**src/hw/asp_pkg.sv**
```systemverilog
/*
 * Package for the sample post-processor: format codes, widths, reset values.
 * Assumes a single 100 MHz clock domain shared by all users.
 */
package asp_pkg;
    // ----------------------------------------
    // Output format codes
    // ----------------------------------------
    localparam logic [2:0] ASP_FMT_DIFF24 = 3'h0;
    localparam logic [2:0] ASP_FMT_D16CM = 3'h1;
    localparam logic [2:0] ASP_FMT_D24CM = 3'h2;
    localparam logic [2:0] ASP_FMT_AVG = 3'h3;
    localparam logic [2:0] ASP_FMT_TEST = 3'h4;

    // ----------------------------------------
    // Widths and limits
    // ----------------------------------------
    localparam int ASP_DW = 24;
    localparam int ASP_AVG_W = 30;
    localparam int ASP_ACC_W = 40;
    localparam logic [4:0] ASP_AVG_MAX = 5'h10;
    localparam logic [23:0] ASP_POS_MAX = 24'h7F_FFFF;
    localparam logic [23:0] ASP_NEG_MAX = 24'h80_0000;
    localparam int ASP_GAIN_SHIFT = 15;

    // ----------------------------------------
    // Reset values
    // ----------------------------------------
    localparam logic [4:0] ASP_AVG_RST = 5'h00;
    localparam logic [23:0] ASP_OFFSET_RST = 24'h00_0000;
    localparam logic [15:0] ASP_GAIN_RST = 16'h8000;
    localparam logic [31:0] ASP_PATTERN_RST = 32'h5A5A_0F0F;
    localparam logic [16:0] ASP_CNT_RST = 17'h0_0000;

    // ----------------------------------------
    // Carriers
    // ----------------------------------------
    typedef struct packed {
        logic [23:0] diff;
        logic [7:0] cm;
        logic sat;
    } asp_raw_s;

    typedef struct packed {
        logic [31:0] word;
        logic update;
    } asp_out_s;
endpackage

```
**src/hw/asp_skid.sv**
```systemverilog
/*
 * Two-entry buffer with valid/ready on both sides.
 * Assumes one clock and synchronous active-high reset.
 */
`timescale 1ns/1ps
module asp_skid (
    input wire logic CLK,
    input wire logic RST,
    input wire logic IN_VALID,
    output logic IN_READY,
    input asp_pkg::asp_out_s IN_DATA,
    output logic OUT_VALID,
    input wire logic OUT_READY,
    output asp_pkg::asp_out_s OUT_DATA
);
    import asp_pkg::*;

    asp_out_s mem_q [2];
    logic wr_ptr_q;
    logic rd_ptr_q;
    logic [1:0] cnt_q;
    logic push;
    logic pop;

    assign IN_READY = (cnt_q != 2'h2);
    assign OUT_VALID = (cnt_q != 2'h0);
    assign OUT_DATA = mem_q[rd_ptr_q];
    assign push = IN_VALID && IN_READY;
    assign pop = OUT_VALID && OUT_READY;

    always_ff @(posedge CLK) begin
        if (push) begin
            mem_q[wr_ptr_q] <= IN_DATA;
        end
    end

    always_ff @(posedge CLK) begin
        if (RST) begin
            wr_ptr_q <= 1'b0;
            rd_ptr_q <= 1'b0;
            cnt_q <= 2'h0;
        end else begin
            if (push) begin
                wr_ptr_q <= ~wr_ptr_q;
            end
            if (pop) begin
                rd_ptr_q <= ~rd_ptr_q;
            end
            cnt_q <= cnt_q + {1'b0, push} - {1'b0, pop};
        end
    end
endmodule

```
**src/hw/asp_core.sv**
```systemverilog
/*
 * Sample post-processor: saturation, offset, gain, clamp, format, averaging.
 * Assumes raw codes arrive one per conversion as a valid pulse, synchronous to CLK.
 */
`timescale 1ns/1ps
module asp_core (
    input wire logic CLK,
    input wire logic RST,
    input wire logic CONVERSION_TRIGGER,
    input wire logic RAW_VALID,
    input asp_pkg::asp_raw_s RAW,
    input wire logic [2:0] OUTPUT_FORMAT_SELECT,
    input wire logic [4:0] AVERAGE_EXPONENT,
    input wire logic [23:0] OFFSET,
    input wire logic [15:0] GAIN,
    input wire logic [31:0] TEST_PATTERN,
    output logic RAW_READY,
    output logic OUT_VALID,
    input wire logic OUT_READY,
    output logic [31:0] OUT_WORD,
    output logic OUT_UPDATE,
    output logic BUSY
);
    import asp_pkg::*;

    // ----------------------------------------
    // Pipeline state
    // ----------------------------------------
    typedef enum logic [2:0] {
        ASP_IDLE = 3'b001,
        ASP_WAIT = 3'b010,
        ASP_PUSH = 3'b100
    } asp_state_e;

    asp_state_e state_q;
    asp_state_e state_d;
    logic [23:0] clamp_q;
    logic [7:0] cm_q;
    logic sat_q;
    logic [ASP_ACC_W-1:0] acc_q;
    logic [16:0] cnt_q;
    logic or_q;
    asp_out_s res_q;
    logic buf_ready;
    logic buf_valid;
    asp_out_s buf_data;

    // ----------------------------------------
    // Offset, gain, clamp
    // ----------------------------------------
    logic signed [24:0] sum;
    logic signed [41:0] prod;
    logic signed [26:0] scaled;
    logic [23:0] clamp;

    assign sum = $signed({RAW.diff[23], RAW.diff}) + $signed({OFFSET[23], OFFSET});
    assign prod = $signed({{17{sum[24]}}, sum}) * $signed({26'h000_0000, GAIN});
    assign scaled = prod[ASP_GAIN_SHIFT +: 27];

    always_comb begin
        if (scaled > $signed({{3{1'b0}}, ASP_POS_MAX})) begin
            clamp = ASP_POS_MAX;
        end else if (scaled < $signed({{3{1'b1}}, ASP_NEG_MAX})) begin
            clamp = ASP_NEG_MAX;
        end else begin
            clamp = scaled[23:0];
        end
    end

    // ----------------------------------------
    // Sequencer
    // ----------------------------------------
    assign RAW_READY = (state_q == ASP_IDLE);
    assign BUSY = (state_q != ASP_IDLE);

    always_comb begin
        case (state_q)
            ASP_IDLE: begin
                state_d = RAW_VALID ? ASP_WAIT : ASP_IDLE;
            end
            ASP_WAIT: begin
                state_d = ASP_PUSH;
            end
            ASP_PUSH: begin
                state_d = buf_ready ? ASP_IDLE : ASP_PUSH;
            end
            default: begin
                state_d = ASP_IDLE;
            end
        endcase
    end

    always_ff @(posedge CLK) begin
        if (RST) begin
            state_q <= ASP_IDLE;
        end else begin
            state_q <= state_d;
        end
    end

    always_ff @(posedge CLK) begin
        if (RST) begin
            clamp_q <= 24'h00_0000;
            cm_q <= 8'h00;
            sat_q <= 1'b0;
        end else if (RAW_VALID && RAW_READY) begin
            clamp_q <= clamp;
            cm_q <= RAW.cm;
            sat_q <= RAW.sat;
        end
    end

    // ----------------------------------------
    // Block averager
    // ----------------------------------------
    logic avg_on;
    logic [16:0] blk_len;
    logic blk_end;
    logic [ASP_ACC_W-1:0] acc_sum;
    logic [ASP_ACC_W-1:0] acc_shr;
    logic or_now;

    assign avg_on = (OUTPUT_FORMAT_SELECT == ASP_FMT_AVG) && (AVERAGE_EXPONENT != ASP_AVG_RST)
        && (AVERAGE_EXPONENT <= ASP_AVG_MAX);
    assign blk_len = 17'h0_0001 << AVERAGE_EXPONENT;
    assign blk_end = (cnt_q + 17'h0_0001 == blk_len);
    assign acc_sum = acc_q + {{(ASP_ACC_W-24){clamp_q[23]}}, clamp_q};
    assign acc_shr = $unsigned($signed(acc_sum) >>> AVERAGE_EXPONENT) << 6;
    assign or_now = or_q | sat_q;

    always_ff @(posedge CLK) begin
        if (RST || !avg_on) begin
            acc_q <= '0;
            cnt_q <= ASP_CNT_RST;
            or_q <= 1'b0;
        end else if (state_q == ASP_WAIT) begin
            if (blk_end) begin
                acc_q <= '0;
                cnt_q <= ASP_CNT_RST;
                or_q <= 1'b0;
            end else begin
                acc_q <= acc_sum;
                cnt_q <= cnt_q + 17'h0_0001;
                or_q <= or_now;
            end
        end
    end

    // ----------------------------------------
    // Output formatting
    // ----------------------------------------
    logic [29:0] avg_hold_q;

    always_ff @(posedge CLK) begin
        if (RST) begin
            avg_hold_q <= 30'h0000_0000;
        end else if (state_q == ASP_WAIT && avg_on && blk_end) begin
            avg_hold_q <= acc_shr[29:0];
        end
    end

    always_ff @(posedge CLK) begin
        if (RST) begin
            res_q <= '0;
        end else if (state_q == ASP_WAIT) begin
            res_q.update <= avg_on && blk_end;
            case (OUTPUT_FORMAT_SELECT)
                ASP_FMT_D16CM: begin
                    res_q.word <= {8'h00, clamp_q[23:8], cm_q};
                end
                ASP_FMT_D24CM: begin
                    res_q.word <= {clamp_q, cm_q};
                end
                ASP_FMT_AVG: begin
                    if (avg_on) begin
                        res_q.word <= {blk_end ? acc_shr[29:0] : avg_hold_q, or_now, blk_end};
                    end else begin
                        res_q.word <= {8'h00, clamp_q};
                    end
                end
                ASP_FMT_TEST: begin
                    res_q.word <= TEST_PATTERN;
                end
                default: begin
                    res_q.word <= {8'h00, clamp_q};
                end
            endcase
        end
    end

    // ----------------------------------------
    // Output buffer
    // ----------------------------------------
    asp_skid u_skid (
        .CLK(CLK),
        .RST(RST),
        .IN_VALID(state_q == ASP_PUSH),
        .IN_READY(buf_ready),
        .IN_DATA(res_q),
        .OUT_VALID(buf_valid),
        .OUT_READY(OUT_READY),
        .OUT_DATA(buf_data)
    );

    assign OUT_VALID = buf_valid;
    assign OUT_WORD = buf_data.word;
    assign OUT_UPDATE = buf_data.update;

    // ----------------------------------------
    // Checks
    // ----------------------------------------
    property p_clamp_pos;
        @(posedge CLK) disable iff (RST)
        (scaled > $signed({{3{1'b0}}, ASP_POS_MAX})) |-> clamp == ASP_POS_MAX;
    endproperty
    a_clamp_pos: assert property (p_clamp_pos) else $error("positive clamp wrong");

    property p_clamp_neg;
        @(posedge CLK) disable iff (RST)
        (scaled < $signed({{3{1'b1}}, ASP_NEG_MAX})) |-> clamp == ASP_NEG_MAX;
    endproperty
    a_clamp_neg: assert property (p_clamp_neg) else $error("negative clamp wrong");

    property p_cm_pass;
        @(posedge CLK) disable iff (RST)
        (RAW_VALID && RAW_READY) |=> cm_q == $past(RAW.cm);
    endproperty
    a_cm_pass: assert property (p_cm_pass) else $error("cm altered");

    property p_unity;
        @(posedge CLK) disable iff (RST)
        (GAIN == ASP_GAIN_RST && OFFSET == ASP_OFFSET_RST) |-> clamp == RAW.diff;
    endproperty
    a_unity: assert property (p_unity) else $error("unity path altered code");

    property p_test;
        @(posedge CLK) disable iff (RST)
        (state_q == ASP_WAIT && OUTPUT_FORMAT_SELECT == ASP_FMT_TEST) |=> res_q.word == $past(TEST_PATTERN);
    endproperty
    a_test: assert property (p_test) else $error("test pattern missing");

    property p_sync;
        @(posedge CLK) disable iff (RST)
        (state_q == ASP_WAIT && avg_on) |=> res_q.word[0] == $past(blk_end);
    endproperty
    a_sync: assert property (p_sync) else $error("sync bit wrong");

    property p_or;
        @(posedge CLK) disable iff (RST)
        (state_q == ASP_WAIT && avg_on && sat_q) |=> res_q.word[1];
    endproperty
    a_or: assert property (p_or) else $error("overrange not set");

    property p_clear;
        @(posedge CLK) disable iff (RST)
        (state_q == ASP_WAIT && avg_on && blk_end) |=> acc_q == '0 && cnt_q == ASP_CNT_RST;
    endproperty
    a_clear: assert property (p_clear) else $error("accumulator not cleared");

    property p_latch;
        @(posedge CLK) disable iff (RST)
        (RAW_VALID && RAW_READY) |-> ##2 state_q == ASP_PUSH;
    endproperty
    a_latch: assert property (p_latch) else $error("word not offered");

    property p_sat_hold;
        @(posedge CLK) disable iff (RST)
        (RAW_VALID && RAW_READY) |=> sat_q == $past(RAW.sat);
    endproperty
    a_sat_hold: assert property (p_sat_hold) else $error("saturation flag lost");

    property p_clamp_mid;
        @(posedge CLK) disable iff (RST)
        (scaled <= $signed({{3{1'b0}}, ASP_POS_MAX}) && scaled >= $signed({{3{1'b1}}, ASP_NEG_MAX}))
        |-> clamp == scaled[23:0];
    endproperty
    a_clamp_mid: assert property (p_clamp_mid) else $error("in-range value altered");

    property p_fmt0;
        @(posedge CLK) disable iff (RST)
        (state_q == ASP_WAIT && OUTPUT_FORMAT_SELECT == ASP_FMT_DIFF24)
        |=> res_q.word == {8'h00, $past(clamp_q)};
    endproperty
    a_fmt0: assert property (p_fmt0) else $error("plain format word wrong");

    property p_d24cm;
        @(posedge CLK) disable iff (RST)
        (state_q == ASP_WAIT && OUTPUT_FORMAT_SELECT == ASP_FMT_D24CM)
        |=> res_q.word == {$past(clamp_q), $past(cm_q)};
    endproperty
    a_d24cm: assert property (p_d24cm) else $error("24-bit cm word wrong");

    property p_d16cm;
        @(posedge CLK) disable iff (RST)
        (state_q == ASP_WAIT && OUTPUT_FORMAT_SELECT == ASP_FMT_D16CM)
        |=> res_q.word == {8'h00, $past(clamp_q[23:8]), $past(cm_q)};
    endproperty
    a_d16cm: assert property (p_d16cm) else $error("16-bit cm word wrong");

    property p_low_zero;
        @(posedge CLK) disable iff (RST)
        (state_q == ASP_WAIT && avg_on && blk_end) |=> res_q.word[7:2] == 6'h00;
    endproperty
    a_low_zero: assert property (p_low_zero) else $error("average not scaled");

    property p_upd_rate;
        @(posedge CLK) disable iff (RST)
        (state_q == ASP_WAIT && !(avg_on && blk_end)) |=> !res_q.update;
    endproperty
    a_upd_rate: assert property (p_upd_rate) else $error("update outside block end");

    property p_sync_upd;
        @(posedge CLK) disable iff (RST)
        (state_q == ASP_WAIT && avg_on) |=> res_q.update == res_q.word[0];
    endproperty
    a_sync_upd: assert property (p_sync_upd) else $error("update and sync differ");

    property p_refuse;
        @(posedge CLK) disable iff (RST)
        (RAW_VALID && RAW_READY) |=> !RAW_READY ##1 !RAW_READY;
    endproperty
    a_refuse: assert property (p_refuse) else $error("sample taken too soon");

    property p_out_hold;
        @(posedge CLK) disable iff (RST)
        (OUT_VALID && !OUT_READY) |=> OUT_VALID && $stable(OUT_WORD) && $stable(OUT_UPDATE);
    endproperty
    a_out_hold: assert property (p_out_hold) else $error("stalled word changed");
endmodule

```
**config.mk**
```make
export PLATFORM = sky130hd
export DESIGN_NAME = asp_core
export DESIGN_NICKNAME = d
export VERILOG_FILES = /design/src/hw/asp_pkg.sv /design/src/hw/asp_skid.sv /design/src/hw/asp_core.sv
export SDC_FILE = /design/constraint.sdc
export NUM_CORES = 2
export LEC_CHECK = 0
export CORE_ASPECT_RATIO = 0.5
export CORE_MARGIN = 1.5
export CORE_UTILIZATION = 25
export DETAILED_ROUTE_END_ITERATION = 12
export DONT_BUFFER_PORTS = 1
export HOLD_SLACK_MARGIN = 0.05
export PLACE_DENSITY_LB_ADDON = 0.12
export SYNTH_ARGS = -nofsm -noshare
export SYNTH_HDL_FRONTEND = slang
export SYNTH_SLANG_ARGS = --single-unit
```
**constraint.sdc**
```tcl
create_clock -name CLK -period 13.33 [get_ports CLK]
set_input_delay 2.666 -clock CLK [delete_from_list [all_inputs] [get_ports CLK]]
set_output_delay 2.666 -clock CLK [all_outputs]
set_load 0.01 [all_outputs]
```
==> metrics.csv <==
metric;value;unit
initial_util;0.252;
fmax;84.4;MHz
flop_and_latch_count_out_of_synthesis;222;
cts_tree;done;
clockRootBuffer;clkbuf_16;
detail-route-antenna-nets;0;
synth_nets;4617;
cts_buffer_depth;3;
hold_path_depth;2;
worst_path_most_repeated_cell;fa_1;
drc;0;
io_buffer_count;0;
numCtsBuffers;29;
crit_path_end_kind;flop;
final_layout_size_suffix_gt1_frac;0.0579;
cp_slowest_cell;fa_1;
clock_tree.htree_level_count;1;
worst_r2r_path_depth;12;
num-nets-final;4438;
cpPeakStageDelay;0.67;ns
synth.distinct_cells;108;
critPathRequiredTime;13.77;ns
wire_per_inst;20.9;um
synth_top_area_cell;fa_1;
slew_headroom;0.126;
syn_area;32500;um2
drt_iter0_markers;1896;
run_status;complete, no violations;
path_max_fanout;24;
wirelength;115;mm
die_height;258;um
vias;27800;
grtUsageTotal;0.171;
syn_inst;3941;
setup.worst_path.start_class;primary input;
synth_top_cells_by_area;fa_1, dfxtp_1, ha_1;
report.final.setup_viol;0;
min-delay-path-class;reg2reg;
timing.final.crit_period;11.85;ns
cts_setup_buffers;0;
synth_top_cell_area_share;0.241;
vias_per_cell;5.06;
drt_first_pass_iters;5;
placedInstanceArea;34000;um2
fp-row-count;93;
final_cell_area;35000;um2
library_cell_with_the_highest_instance_count_after_synthesis;inv_1;
final_hold_viol_count;0;
cts_resized;0;
hold_ws;0.449;ns
warning_count_from_the_yosys_run;0;
synth-seq-area-share;0.157;
ys_dominant_reg_cell;dfxtp_1;
final-max-slew-violation-count;0;
most_instantiated_cells_after_synthesis;inv_1, nand2_1, fa_1, a21oi_1, clkbuf_1;
insertion_delay;0.59;ns
grt_overflow_total;0;
finalWeightedCongestion;0.877;
hold_buffers;0;
postSynthAreaPerCell;8.24;um2
clkSlewWorstSetupHoldPaths;0.06;ns
grt_pass1_vias;28500;
largest_net_degree_at_the_start_of_global_routing;75;
worst-endpoint-arrival;12.29;ns
tritoncts_num_sinks;222;
critical_path_class;in2reg;
antenna_violations_before_repair;1;
rsz0062_at_grt;no;
fin_crit_sh;0.889;
timing.clock.skew;0.0299;ns
layout.core_utilization;0.272;
setup_total_negative_slack;0;ns
syn_to_final_growth;7.73;%
worst_pin_slew;1.31;ns
max-cap-violations;0;
fp.coreArea;129000;um2
synth-async-reset-ratio;0;
die_x;513;um
dp_hpwl;85.7;mm
first_pass_grt_wire_length;177;mm
number_of_enable_flip_flop_cells_after_synthesis;66;
design.portCount;154;
fp.dieArea;132000;um2
## flip-flops by register name, summed over array words and instances (netlist names), named ones only
| signal | cells |
|---|---|
| acc_q | 40 |
| avg_hold_q | 24 |
| clamp_q | 24 |
| cm_q | 8 |
| cnt_q | 17 |
| or_q | 1 |
| res_q | 33 |
| sat_q | 1 |
| state_q | 3 |
| u_skid.cnt_q | 2 |
| u_skid.mem_q | 66 |
| u_skid.rd_ptr_q | 1 |
| u_skid.wr_ptr_q | 1 |
## layer usage
| metal | up-vias | share of wire | track usage |
|---|---|---|---|
| met4 | 0 | 0.014 | 0.0279 |
| met1 | 14100 | 0.48 | 0.243 |
| met2 | 591 | 0.46 | 0.283 |
| li1 | 13100 | - | - |
| met5 | - | 0 | 0 |
| met3 | 84 | 0.039 | 0.0165 |
## logic make-up (layout without fill, tap and decap cells)
group                    after synthesis  after routing  synth area share
adder cells (fa/ha/maj)              558            558             0.305
XOR/XNOR                             105            105            0.0296
multiplexers                          84             84            0.0313
other                                  0              1                 0
buffers and inverters                772            616            0.0910
AND/OR/NAND/NOR                     1345           1345             0.204
flip-flops                           222            222             0.157
AO/OA/AOI/OAI                        855            855             0.182
## placed cells by master, fill, tap and decap left out, types with 13 or more instances in the layout
master / count
inv_1: 507
nand2_1: 490
fa_1: 391
a21oi_1: 224
nor2_1: 193
ha_1: 166
and2_1: 163
dfxtp_1: 156
o21ai_0: 136
nor3_1: 109
nand3_1: 93
xnor2_1: 68
edfxtp_1: 66
nor2b_1: 51
buf_4: 51
o211ai_1: 44
a21o_1: 43
mux2_2: 42
nor4_1: 39
nand4_1: 38
a311oi_1: 35
and3_1: 33
xor2_1: 33
a211oi_1: 33
mux2i_1: 32
clkbuf_16: 29
o21a_1: 28
nand2b_1: 26
a221oi_1: 24
a22oi_1: 22
or3_1: 20
o211a_1: 20
o31ai_1: 20
o22ai_1: 19
a221o_1: 17
and4_1: 15
a31oi_1: 14
o21ai_1: 14
nor3b_1: 13
## metrics by stage
step,setup WS [ns],instances
2_1_floorplan,2.04,3941
3_3_place_gp,0.741,5441
3_5_place_dp,0.700,5441
4_1_cts,1.31,5495
5_1_grt,0.723,5496
6_report,1.48,5496
## critical path, delay by kind of cell
kind	cells	cell delay, ns
adder cells (fa/ha/maj)	9	4.06
AO/OA/AOI/OAI	15	3.14
AND/OR/NAND/NOR	6	1.31
buffers and inverters	6	0.92
XOR/XNOR	1	0.16
## final timing paths
path,start,slack [ns],endpoint
worst max-delay path,OFFSET[0],1.48,clamp_q[10]
worst min-delay path,cm_q[4],0.45,res_q[5]
worst max register to register,clamp_q[20],7.79,res_q[29]
worst min register to register,cm_q[4],0.45,res_q[5]
## final cells by class
| type | instances | area (um2) |
|---|---|---|
| fillers | 14000 | 93800 |
| multi-input cells | 2947 | 24500 |
| flip-flops and latches | 222 | 5100 |
| well taps | 1710 | 2140 |
| inverters | 511 | 1920 |
| clock buffers | 41 | 841 |
| repair buffers | 51 | 383 |
| clock inverters | 13 | 145 |
| diodes | 1 | 2.50 |
Power is left out: the tool's default activity adds up to more than one toggle a clock period on the data nets, which glitch-free logic cannot reach.
